File: src/hdl/irq_cfg.svh
// offsets, field positions, reset values and timing counts of the interrupt control block
`ifndef IRQ_CFG_SVH
`define IRQ_CFG_SVH

`define IRQ_CTRL_OFFSET      12'h000
`define IRQ_STAT_OFFSET      12'h004
`define IRQ_ADDR_W           12

`define IRQ_CTRL_RESET       8'h00
`define IRQ_CTRL_WR_MASK     8'hfe

`define IRQ_BIT_GLOBAL_EN    7
`define IRQ_BIT_PERIPH_EN    6
`define IRQ_BIT_TMR_IE       5
`define IRQ_BIT_EXT_IE       4
`define IRQ_BIT_PC_IE        3
`define IRQ_BIT_TMR_F        2
`define IRQ_BIT_EXT_F        1
`define IRQ_BIT_PC_F         0

`define IRQ_STAT_CORE        0
`define IRQ_STAT_TMR_PEND    1
`define IRQ_STAT_EXT_PEND    2
`define IRQ_STAT_PC_PEND     3
`define IRQ_STAT_PERIPH      4
`define IRQ_STAT_EXT_WAIT    5
`define IRQ_STAT_PHASE_LSB   8
`define IRQ_STAT_PHASE_W     4

`define IRQ_BANK_W           8
`define IRQ_PHASES_PER_INSN  4

`endif

File: src/hdl/irq_pkg.sv
// types shared by the interrupt control block
package irq_pkg;

  typedef struct packed {
    logic global_irq_enable;
    logic periph_group_enable;
    logic timer_overflow_irq_enable;
    logic ext_pin_irq_enable;
    logic pin_change_irq_enable;
    logic timer_overflow_flag;
    logic ext_pin_event_flag;
    logic pin_change_summary_flag;
  } irq_ctrl_t;

  typedef struct packed {
    logic timer_overflow;
    logic ext_pin;
  } src_events_t;

  typedef enum logic [3:0] {
    PH_Q1 = 4'b0001,
    PH_Q2 = 4'b0010,
    PH_Q3 = 4'b0100,
    PH_Q4 = 4'b1000
  } qphase_t;

endpackage

File: src/hdl/irq_control_register.sv
// interrupt control register with apb slave access
`timescale 1ns/10ps
`include "irq_cfg.svh"

module irq_control_register (
  input  wire logic                        pclk,
  input  wire logic                        presetn,
  input  wire logic                        clk_en,
  input  wire logic                        psel,
  input  wire logic                        penable,
  input  wire logic                        pwrite,
  input  wire logic [`IRQ_ADDR_W-1:0]      paddr,
  input  wire logic [31:0]                 pwdata,
  input  wire logic [3:0]                  pstrb,
  output logic      [31:0]                 prdata,
  output logic                             pready,
  output logic                             pslverr,
  input  wire irq_pkg::src_events_t        src_events,
  input  wire logic [`IRQ_BANK_W-1:0]      pin_change_flag_bank,
  input  wire logic                        periph_irq_pending,
  output irq_pkg::irq_ctrl_t               irq_control_reg,
  output logic                             core_irq
);

  // register select codes
  localparam logic [1:0] SEL_NONE = 2'h0;
  localparam logic [1:0] SEL_CTRL = 2'h1;
  localparam logic [1:0] SEL_STAT = 2'h2;

  function automatic logic [1:0] reg_select(input logic [`IRQ_ADDR_W-1:0] addr);
    logic [1:0] sel;
    sel = SEL_NONE;
    case (addr)
      `IRQ_CTRL_OFFSET: begin
        sel = SEL_CTRL;
      end
      `IRQ_STAT_OFFSET: begin
        sel = SEL_STAT;
      end
      default: begin
        sel = SEL_NONE;
      end
    endcase
    return sel;
  endfunction

  function automatic irq_pkg::qphase_t next_phase(input irq_pkg::qphase_t ph);
    irq_pkg::qphase_t nx;
    nx = irq_pkg::PH_Q1;
    case (ph)
      irq_pkg::PH_Q1: begin
        nx = irq_pkg::PH_Q2;
      end
      irq_pkg::PH_Q2: begin
        nx = irq_pkg::PH_Q3;
      end
      irq_pkg::PH_Q3: begin
        nx = irq_pkg::PH_Q4;
      end
      irq_pkg::PH_Q4: begin
        nx = irq_pkg::PH_Q1;
      end
      default: begin
        nx = irq_pkg::PH_Q1;
      end
    endcase
    return nx;
  endfunction

  // external flag may only set in the fourth and first quarter phases
  function automatic logic in_ext_window(input irq_pkg::qphase_t ph);
    logic ok;
    ok = 1'b0;
    case (ph)
      irq_pkg::PH_Q4: begin
        ok = 1'b1;
      end
      irq_pkg::PH_Q1: begin
        ok = 1'b1;
      end
      default: begin
        ok = 1'b0;
      end
    endcase
    return ok;
  endfunction

  // a source counts only with its flag and its enable both set
  function automatic logic gated(input logic flag, input logic en);
    return flag && en;
  endfunction

  // software write of enable and flag bits; bit 0 is read-only
  function automatic irq_pkg::irq_ctrl_t write_ctrl(input irq_pkg::irq_ctrl_t cur,
                                                    input logic [31:0]      wdata);
    irq_pkg::irq_ctrl_t nx;
    nx                           = cur;
    nx.global_irq_enable         = wdata[`IRQ_BIT_GLOBAL_EN];
    nx.periph_group_enable       = wdata[`IRQ_BIT_PERIPH_EN];
    nx.timer_overflow_irq_enable = wdata[`IRQ_BIT_TMR_IE];
    nx.ext_pin_irq_enable        = wdata[`IRQ_BIT_EXT_IE];
    nx.pin_change_irq_enable     = wdata[`IRQ_BIT_PC_IE];
    nx.timer_overflow_flag       = wdata[`IRQ_BIT_TMR_F];
    nx.ext_pin_event_flag        = wdata[`IRQ_BIT_EXT_F];
    return nx;
  endfunction

  // status word as software reads it
  function automatic logic [31:0] status_word(input logic             core,
                                              input logic             tmr,
                                              input logic             ext,
                                              input logic             pc,
                                              input logic             periph,
                                              input logic             waiting,
                                              input irq_pkg::qphase_t ph);
    logic [31:0] w;
    w                                           = 32'h0000_0000;
    w[`IRQ_STAT_CORE]                           = core;
    w[`IRQ_STAT_TMR_PEND]                       = tmr;
    w[`IRQ_STAT_EXT_PEND]                       = ext;
    w[`IRQ_STAT_PC_PEND]                        = pc;
    w[`IRQ_STAT_PERIPH]                         = periph;
    w[`IRQ_STAT_EXT_WAIT]                       = waiting;
    w[`IRQ_STAT_PHASE_LSB +: `IRQ_STAT_PHASE_W] = ph;
    return w;
  endfunction

  // state
  irq_pkg::irq_ctrl_t ctrl_q;
  irq_pkg::irq_ctrl_t ctrl_d;
  irq_pkg::qphase_t   phase_q;
  irq_pkg::qphase_t   phase_d;
  logic               ext_wait_q;
  logic               ext_wait_d;
  logic               core_irq_q;
  logic               core_irq_d;
  logic [31:0]        prdata_q;
  logic [31:0]        prdata_d;
  logic               pslverr_q;
  logic               pslverr_d;

  // decode
  logic [1:0]         sel;
  logic               setup_phase;
  logic               ctrl_wr;
  logic               ext_window;
  logic               ext_set;
  logic               tmr_pend;
  logic               ext_pend;
  logic               pc_pend;
  logic               periph_pend;
  logic [31:0]        stat_word;

  // zero wait states; a frozen block holds the bus in its access phase
  assign pready          = clk_en;
  assign prdata          = prdata_q;
  assign pslverr         = pslverr_q;
  assign irq_control_reg = ctrl_q;
  assign core_irq        = core_irq_q;

  assign sel         = reg_select(paddr);
  assign setup_phase = psel && !penable;
  assign ctrl_wr     = psel && penable && pwrite && (sel == SEL_CTRL) && pstrb[0];

  // external flag window spans the fourth and first quarter phases
  assign ext_window = in_ext_window(phase_q);
  assign ext_set    = (src_events.ext_pin || ext_wait_q) && ext_window;

  // per-source pending terms
  assign tmr_pend    = gated(ctrl_q.timer_overflow_flag,
                             ctrl_q.timer_overflow_irq_enable);
  assign ext_pend    = gated(ctrl_q.ext_pin_event_flag,
                             ctrl_q.ext_pin_irq_enable);
  assign pc_pend     = gated(ctrl_q.pin_change_summary_flag,
                             ctrl_q.pin_change_irq_enable);
  assign periph_pend = gated(periph_irq_pending,
                             ctrl_q.periph_group_enable);

  assign stat_word = status_word(core_irq_q, tmr_pend, ext_pend, pc_pend, periph_pend,
                                 ext_wait_q, phase_q);

  // quarter phase sequencer
  always_comb begin
    phase_d = next_phase(phase_q);
  end

  always_ff @(posedge pclk or negedge presetn) begin
    if (!presetn) begin
      phase_q <= irq_pkg::PH_Q1;
    end else if (clk_en) begin
      phase_q <= phase_d;
    end
  end

  // external event held until its setting window opens
  always_comb begin
    ext_wait_d = ext_wait_q;
    if (ext_set) begin
      ext_wait_d = 1'b0;
    end else if (src_events.ext_pin) begin
      ext_wait_d = 1'b1;
    end
  end

  // control and flag bits; hardware set wins over a software clear
  always_comb begin
    ctrl_d = ctrl_q;
    if (ctrl_wr) begin
      ctrl_d = write_ctrl(ctrl_q, pwdata);
    end
    if (src_events.timer_overflow) begin
      ctrl_d.timer_overflow_flag = 1'b1;
    end
    if (ext_set) begin
      ctrl_d.ext_pin_event_flag = 1'b1;
    end
    // summary follows the bank, writes cannot touch it
    ctrl_d.pin_change_summary_flag = |pin_change_flag_bank;
  end

  // core request, one cycle behind the flags
  always_comb begin
    core_irq_d = ctrl_q.global_irq_enable && (tmr_pend || ext_pend || pc_pend || periph_pend);
  end

  always_ff @(posedge pclk or negedge presetn) begin
    if (!presetn) begin
      ctrl_q <= `IRQ_CTRL_RESET;
    end else if (clk_en) begin
      ctrl_q <= ctrl_d;
    end
  end

  always_ff @(posedge pclk or negedge presetn) begin
    if (!presetn) begin
      ext_wait_q <= 1'b0;
    end else if (clk_en) begin
      ext_wait_q <= ext_wait_d;
    end
  end

  always_ff @(posedge pclk or negedge presetn) begin
    if (!presetn) begin
      core_irq_q <= 1'b0;
    end else if (clk_en) begin
      core_irq_q <= core_irq_d;
    end
  end

  // read data captured in the setup cycle
  always_comb begin
    prdata_d = prdata_q;
    if (setup_phase) begin
      case (sel)
        SEL_CTRL: begin
          prdata_d = {24'h00_0000, ctrl_q};
        end
        SEL_STAT: begin
          prdata_d = stat_word;
        end
        default: begin
          prdata_d = 32'h0000_0000;
        end
      endcase
    end
  end

  always_ff @(posedge pclk or negedge presetn) begin
    if (!presetn) begin
      prdata_q <= 32'h0000_0000;
    end else if (clk_en) begin
      prdata_q <= prdata_d;
    end
  end

  // unmapped addresses answer with an error
  always_comb begin
    pslverr_d = pslverr_q;
    if (setup_phase) begin
      pslverr_d = (sel == SEL_NONE);
    end
  end

  always_ff @(posedge pclk or negedge presetn) begin
    if (!presetn) begin
      pslverr_q <= 1'b0;
    end else if (clk_en) begin
      pslverr_q <= pslverr_d;
    end
  end

endmodule

File: config.mk
export PLATFORM = sky130hd
export DESIGN_NAME = irq_control_register
export DESIGN_NICKNAME = d
export VERILOG_FILES = /design/src/hdl/irq_pkg.sv /design/src/hdl/irq_control_register.sv
export VERILOG_INCLUDE_DIRS = /design/src /design/src/hdl
export SDC_FILE = /design/constraint.sdc
export NUM_CORES = 1
export LEC_CHECK = 0
export BUFFER_PORTS_ARGS = -buffer_cell sky130_fd_sc_hd__buf_2
export CORE_ASPECT_RATIO = 0.6
export CORE_MARGIN = 2
export CORE_UTILIZATION = 40
export DETAILED_ROUTE_END_ITERATION = 10
export PLACE_DENSITY = 0.8
export SETUP_SLACK_MARGIN = 0.15
export SYNTH_ARGS = -nofsm -noshare
export SYNTH_HDL_FRONTEND = slang
export SYNTH_SLANG_ARGS = --single-unit
File: constraint.sdc
create_clock -name pclk -period 1.2 [get_ports pclk]
set_input_delay 0.06 -clock pclk [delete_from_list [all_inputs] [get_ports pclk]]
set_output_delay 0.06 -clock pclk [all_outputs]
set_load 0.01 [all_outputs]
==> run_results.csv <==
group,metric,value,unit
status,outcome,"finished with violations",
status,failed_checks,"setup timing",
setup_path,worstSetupEndpointType,"register",
clock_tree,cts_max_level,1,
timing,setup_viol,15,
power_and_ir_drop,leakagePower,1.03,nW
setup_path,critical_path.reg2reg.startpoint,"phase_q[0]$_DFFE_PN1P_",
layout,final_stage_net_count,288,
global_routing,grt.overflow.total,0,
layout,post_route_cells_drive_above_1_share,52.5,%
synth,synth_common_cells,"26 x sky130_fd_sc_hd__dfrtp_1, 22 x sky130_fd_sc_hd__buf_4, 16 x sky130_fd_sc_hd__nand2_1",
global_routing,gr-usage-all-layers,20.6,%
floorplan,floorplan.initialDensity,43.2,%
power_and_ir_drop,p_int,1.49,mW
synth,yosysUniqueCellTypes,36,
power_and_ir_drop,power_frac_seq,50.0,%
setup_path,maximum_net_fanout_on_the_critical_path,4,
synth,ys_async_sr_fraction,100,%
setup_path,cp_cell_sequence,"buf_6 -> nor4_4 -> nand4_1 -> inv_2 -> ha_4 -> nand4_4 -> or2_4 -> a221o_1",
min_path,worst_hold_path_type,"input pin to register",
layout,antennaDiodeCount,0,
global_routing,maximum_number_of_pins_on_one_net_before_global_route_repair,28,
synth,synth_most_common_cell,"sky130_fd_sc_hd__dfrtp_1",
floorplan,chipHeight,50.7,um
detailed_routing,firstDrtPassIters,4,
layout,syn2layout_area_growth,45.3,%
setup_path,path_buf_inv,2,
timing,worst_pin_slew,0.602,ns
synth,synth.top_cells.by_area,"sky130_fd_sc_hd__dfrtp_1 45%, sky130_fd_sc_hd__buf_4 11%, sky130_fd_sc_hd__mux2_2 5.4%, sky130_fd_sc_hd__nand2_1 4.1%, sky130_fd_sc_hd__o21ai_0 3.8%",
clock_tree,clock_pin_slew_on_the_worst_setup_and_hold_paths,0.09,ns
setup_path,timing.reg2reg.setup_slack,0.05,ns
power_and_ir_drop,combinational_share_of_power,25.6,%
synth,avgSynthCellArea,10.0,um2
clock_tree,cts_buf_count,3,
timing,max_slew_margin,59.8,%
detailed_routing,wl,4050,um
global_routing,first_global_vias,1287,
setup_path,ff2ff_path_depth,3,
timing,skew,0.00663,ns
power_and_ir_drop,ir_worst_vdd,631,uV
timing,fin_ws,-0.180,ns
setup_path,critical_path.slowest_cell,"sky130_fd_sc_hd__a221o_1",
timing,timing.final.crit_period,1.38,ns
setup_path,timing.critical_path.max_delay_family,"simple AND/OR/NAND/NOR gates",
timing,fin_crit_sh,115,%
power_and_ir_drop,p_per_area,1020,nW/um2
detailed_routing,final_antenna_net_count,0,
global_routing,first_pass_grt_wire_length,6340,um
timing,rsz0062_at_grt,"true",
clock_tree,clock_sink_count,27,
setup_path,critPathArrivalTime,1.55,ns
placement,buffers_added_on_ports,59,
floorplan,placeableCoreArea,3360,um2
synth,fraction_of_synthesized_cell_area_taken_by_the_top_area_cell_type,44.8,%
synth,yosys_register_bits,27,
timing,fin_setup_tns,-1.66,ns
detailed_routing,remaining_drc_errors,0,
min_path,timing.hold.worst.start,"pwdata[6]",
placement,gp_congestion,0.817,
synth,edff_count_synth,0,
detailed_routing,detail_route.vias_per_cell,5.08,
timing,maxSlewViolCount,0,
setup_path,worstSetupPathType,"input pin to register",
setup_path,slowest_delay,0.29,ns
synth,dominantRegCellSynth,"sky130_fd_sc_hd__dfrtp_1",
clock_tree,clock_latency,0.28,ns
setup_path,crit-reg2reg-capture,"irq_control_reg[1]$_DFFE_PN0P_",
setup_path,required,1.37,ns
detailed_routing,num_vias,1340,
power_and_ir_drop,clock_power_share,24.4,%
synth,post-synth-top-area-cell,"sky130_fd_sc_hd__dfrtp_1",
detailed_routing,wl_per_cell,15.3,um
floorplan,floorplan.rows,16,
global_routing,grt_antenna_before_repair,0,
setup_path,timing.critical_path.from_type,"input pin",
clock_tree,cts.path.max_buffers,2,
floorplan,design.die.area,4140,um2
min_path,holdPathEnd,"irq_control_reg[6]$_DFFE_PN0P_",
layout,number_of_flip_flops_under_the_largest_register_name,12,
synth,post_synth_instance_area,1450,um2
power_and_ir_drop,power.net_switching,0.666,mW
clock_tree,cts_root_buffer,"sky130_fd_sc_hd__clkbuf_8",
power_and_ir_drop,post-layout-total-power,2.16,mW
synth,ys_warn_count,0,
detailed_routing,drt_iter0_markers,114,
synth,post_synthesis_sequential_area_ratio,46.6,%
power_and_ir_drop,power_switching_share,30.9,%
floorplan,ios,108,
floorplan,die_w,81.8,um
timing,maximum_clock_rate,725,MHz
synth,netlist_instances,145,
placement,post-dp-hpwl,2900,um
run,cap_viol_max_count,0,
min_path,hold_depth,2,
timing,finalHoldViolCount,0,
clock_tree,cts_tree,"done",
==> layout by cell type (no fill, tap or decap), types with 2 or more instances in the layout <==
cell type,n
sky130_fd_sc_hd__nand4_1,3
sky130_fd_sc_hd__clkbuf_8,3
sky130_fd_sc_hd__nor2_1,4
sky130_fd_sc_hd__a22oi_2,2
sky130_fd_sc_hd__mux2_2,2
sky130_fd_sc_hd__nand2_1,12
sky130_fd_sc_hd__a22oi_1,2
sky130_fd_sc_hd__a22o_1,2
sky130_fd_sc_hd__o21ai_1,6
sky130_fd_sc_hd__a21oi_1,2
sky130_fd_sc_hd__ha_4,3
sky130_fd_sc_hd__a32oi_1,3
sky130_fd_sc_hd__o211ai_1,2
sky130_fd_sc_hd__conb_1,20
sky130_fd_sc_hd__buf_6,9
sky130_fd_sc_hd__nand2_2,4
sky130_fd_sc_hd__inv_1,6
sky130_fd_sc_hd__o21ai_2,4
sky130_fd_sc_hd__xor2_1,2
sky130_fd_sc_hd__buf_2,55
sky130_fd_sc_hd__mux2_4,5
sky130_fd_sc_hd__buf_4,11
sky130_fd_sc_hd__nand3_4,2
sky130_fd_sc_hd__nor4_4,2
sky130_fd_sc_hd__nor3_1,2
sky130_fd_sc_hd__dfrtp_1,26
==> metal layers <==
metal | global-route usage, % | vias up | wire, um
met3 | 6.29 | 6 | 378
met4 | 4.72 | 0 | 70
met1 | 26.5 | 635 | 1600
met2 | 33.9 | 76 | 2000
met5 | 0 | - | 0
li1 | - | 623 | -
==> kinds of logic (layout without fill, tap and decap cells) <==
group | count (synthesis) | count (layout) | share of synthesized area (%)
buffers and inverters | 34 | 89 | 14.7
and+or+nand+nor | 39 | 39 | 13.9
adders and majority gates | 3 | 3 | 2.59
AOI/OAI and AO/OA | 32 | 32 | 15.3
other | 1 | 20 | 0.258
xor gates and xnor gates | 2 | 2 | 1.21
muxes | 7 | 7 | 5.43
DFF | 27 | 27 | 46.6
==> through the flow <==
stage | worst slack (ns) | utilization (%) | hold WS [ns] | area (um2) | instances
global route | -0.267 | 62.7 | 0.00948 | 2110 | 264
CTS | -0.132 | 60.7 | 0.00904 | 2040 | 263
detailed placement | -0.507 | 55.2 | 0.0919 | 1860 | 256
finish | -0.180 | 62.7 | 0.00966 | 2110 | 264
floorplan | -0.372 | - | -0.236 | 1580 | 164
global placement | -0.446 | 55.2 | 0.0963 | 1860 | 256
==> final cells by class <==
class                      instances  area, um2
tap                               45       56.3
inverter                           8       32.5
timing repair buffer              77        489
clock inverter                     1       5.00
clock buffer                       3       41.3
multi-input combinational        103        807
sequential                        27        677
fill                             291       1250
==> power groups by stage <==
stage / sequential (mW) / clock, mW / combinational [mW]
2_1_floorplan: 1.09 / 0 / 0.281
3_3_place_gp: 1.08 / 0 / 0.426
3_5_place_dp: 1.09 / 0 / 0.444
4_1_cts: 1.08 / 0.524 / 0.491
5_1_grt: 1.09 / 0.582 / 0.598
6_report: 1.08 / 0.527 / 0.552
==> worst max-delay path by stage <==
stage | end | slack [ns] | depth (start not counted) | from
6_report | irq_control_reg[2]$_DFFE_PN0P_ | -0.18 | 8 | paddr[6]
5_1_grt | irq_control_reg[2]$_DFFE_PN0P_ | -0.27 | 8 | paddr[6]
4_1_cts | irq_control_reg[5]$_DFFE_PN0P_ | -0.13 | 8 | paddr[4]
3_5_place_dp | irq_control_reg[2]$_DFFE_PN0P_ | -0.51 | 8 | paddr[1]
3_3_place_gp | irq_control_reg[2]$_DFFE_PN0P_ | -0.45 | 8 | paddr[1]
2_1_floorplan | irq_control_reg[2]$_DFFE_PN0P_ | -0.37 | 8 | paddr[4]
==> timing repair <==
| item | in CTS | in global routing |
|---|---|---|
| endpoints found under the hold margin | 26 | 0 |
| buffers inserted | 2 | 1 |
| hold buffers | 1 | 0 |
| pin swaps | 11 | 12 |
| endpoints found under the setup margin | 22 | 27 |
| gates resized for setup | 28 | 17 |
==> worst reg2reg max path, delay by kind of cell, from the launching register on <==
kind	cells	cell delay, ns
DFF	1	0.60
AOI/OAI and AO/OA	2	0.25
xor gates and xnor gates	1	0.22
(Power assumes the default switching activity.)
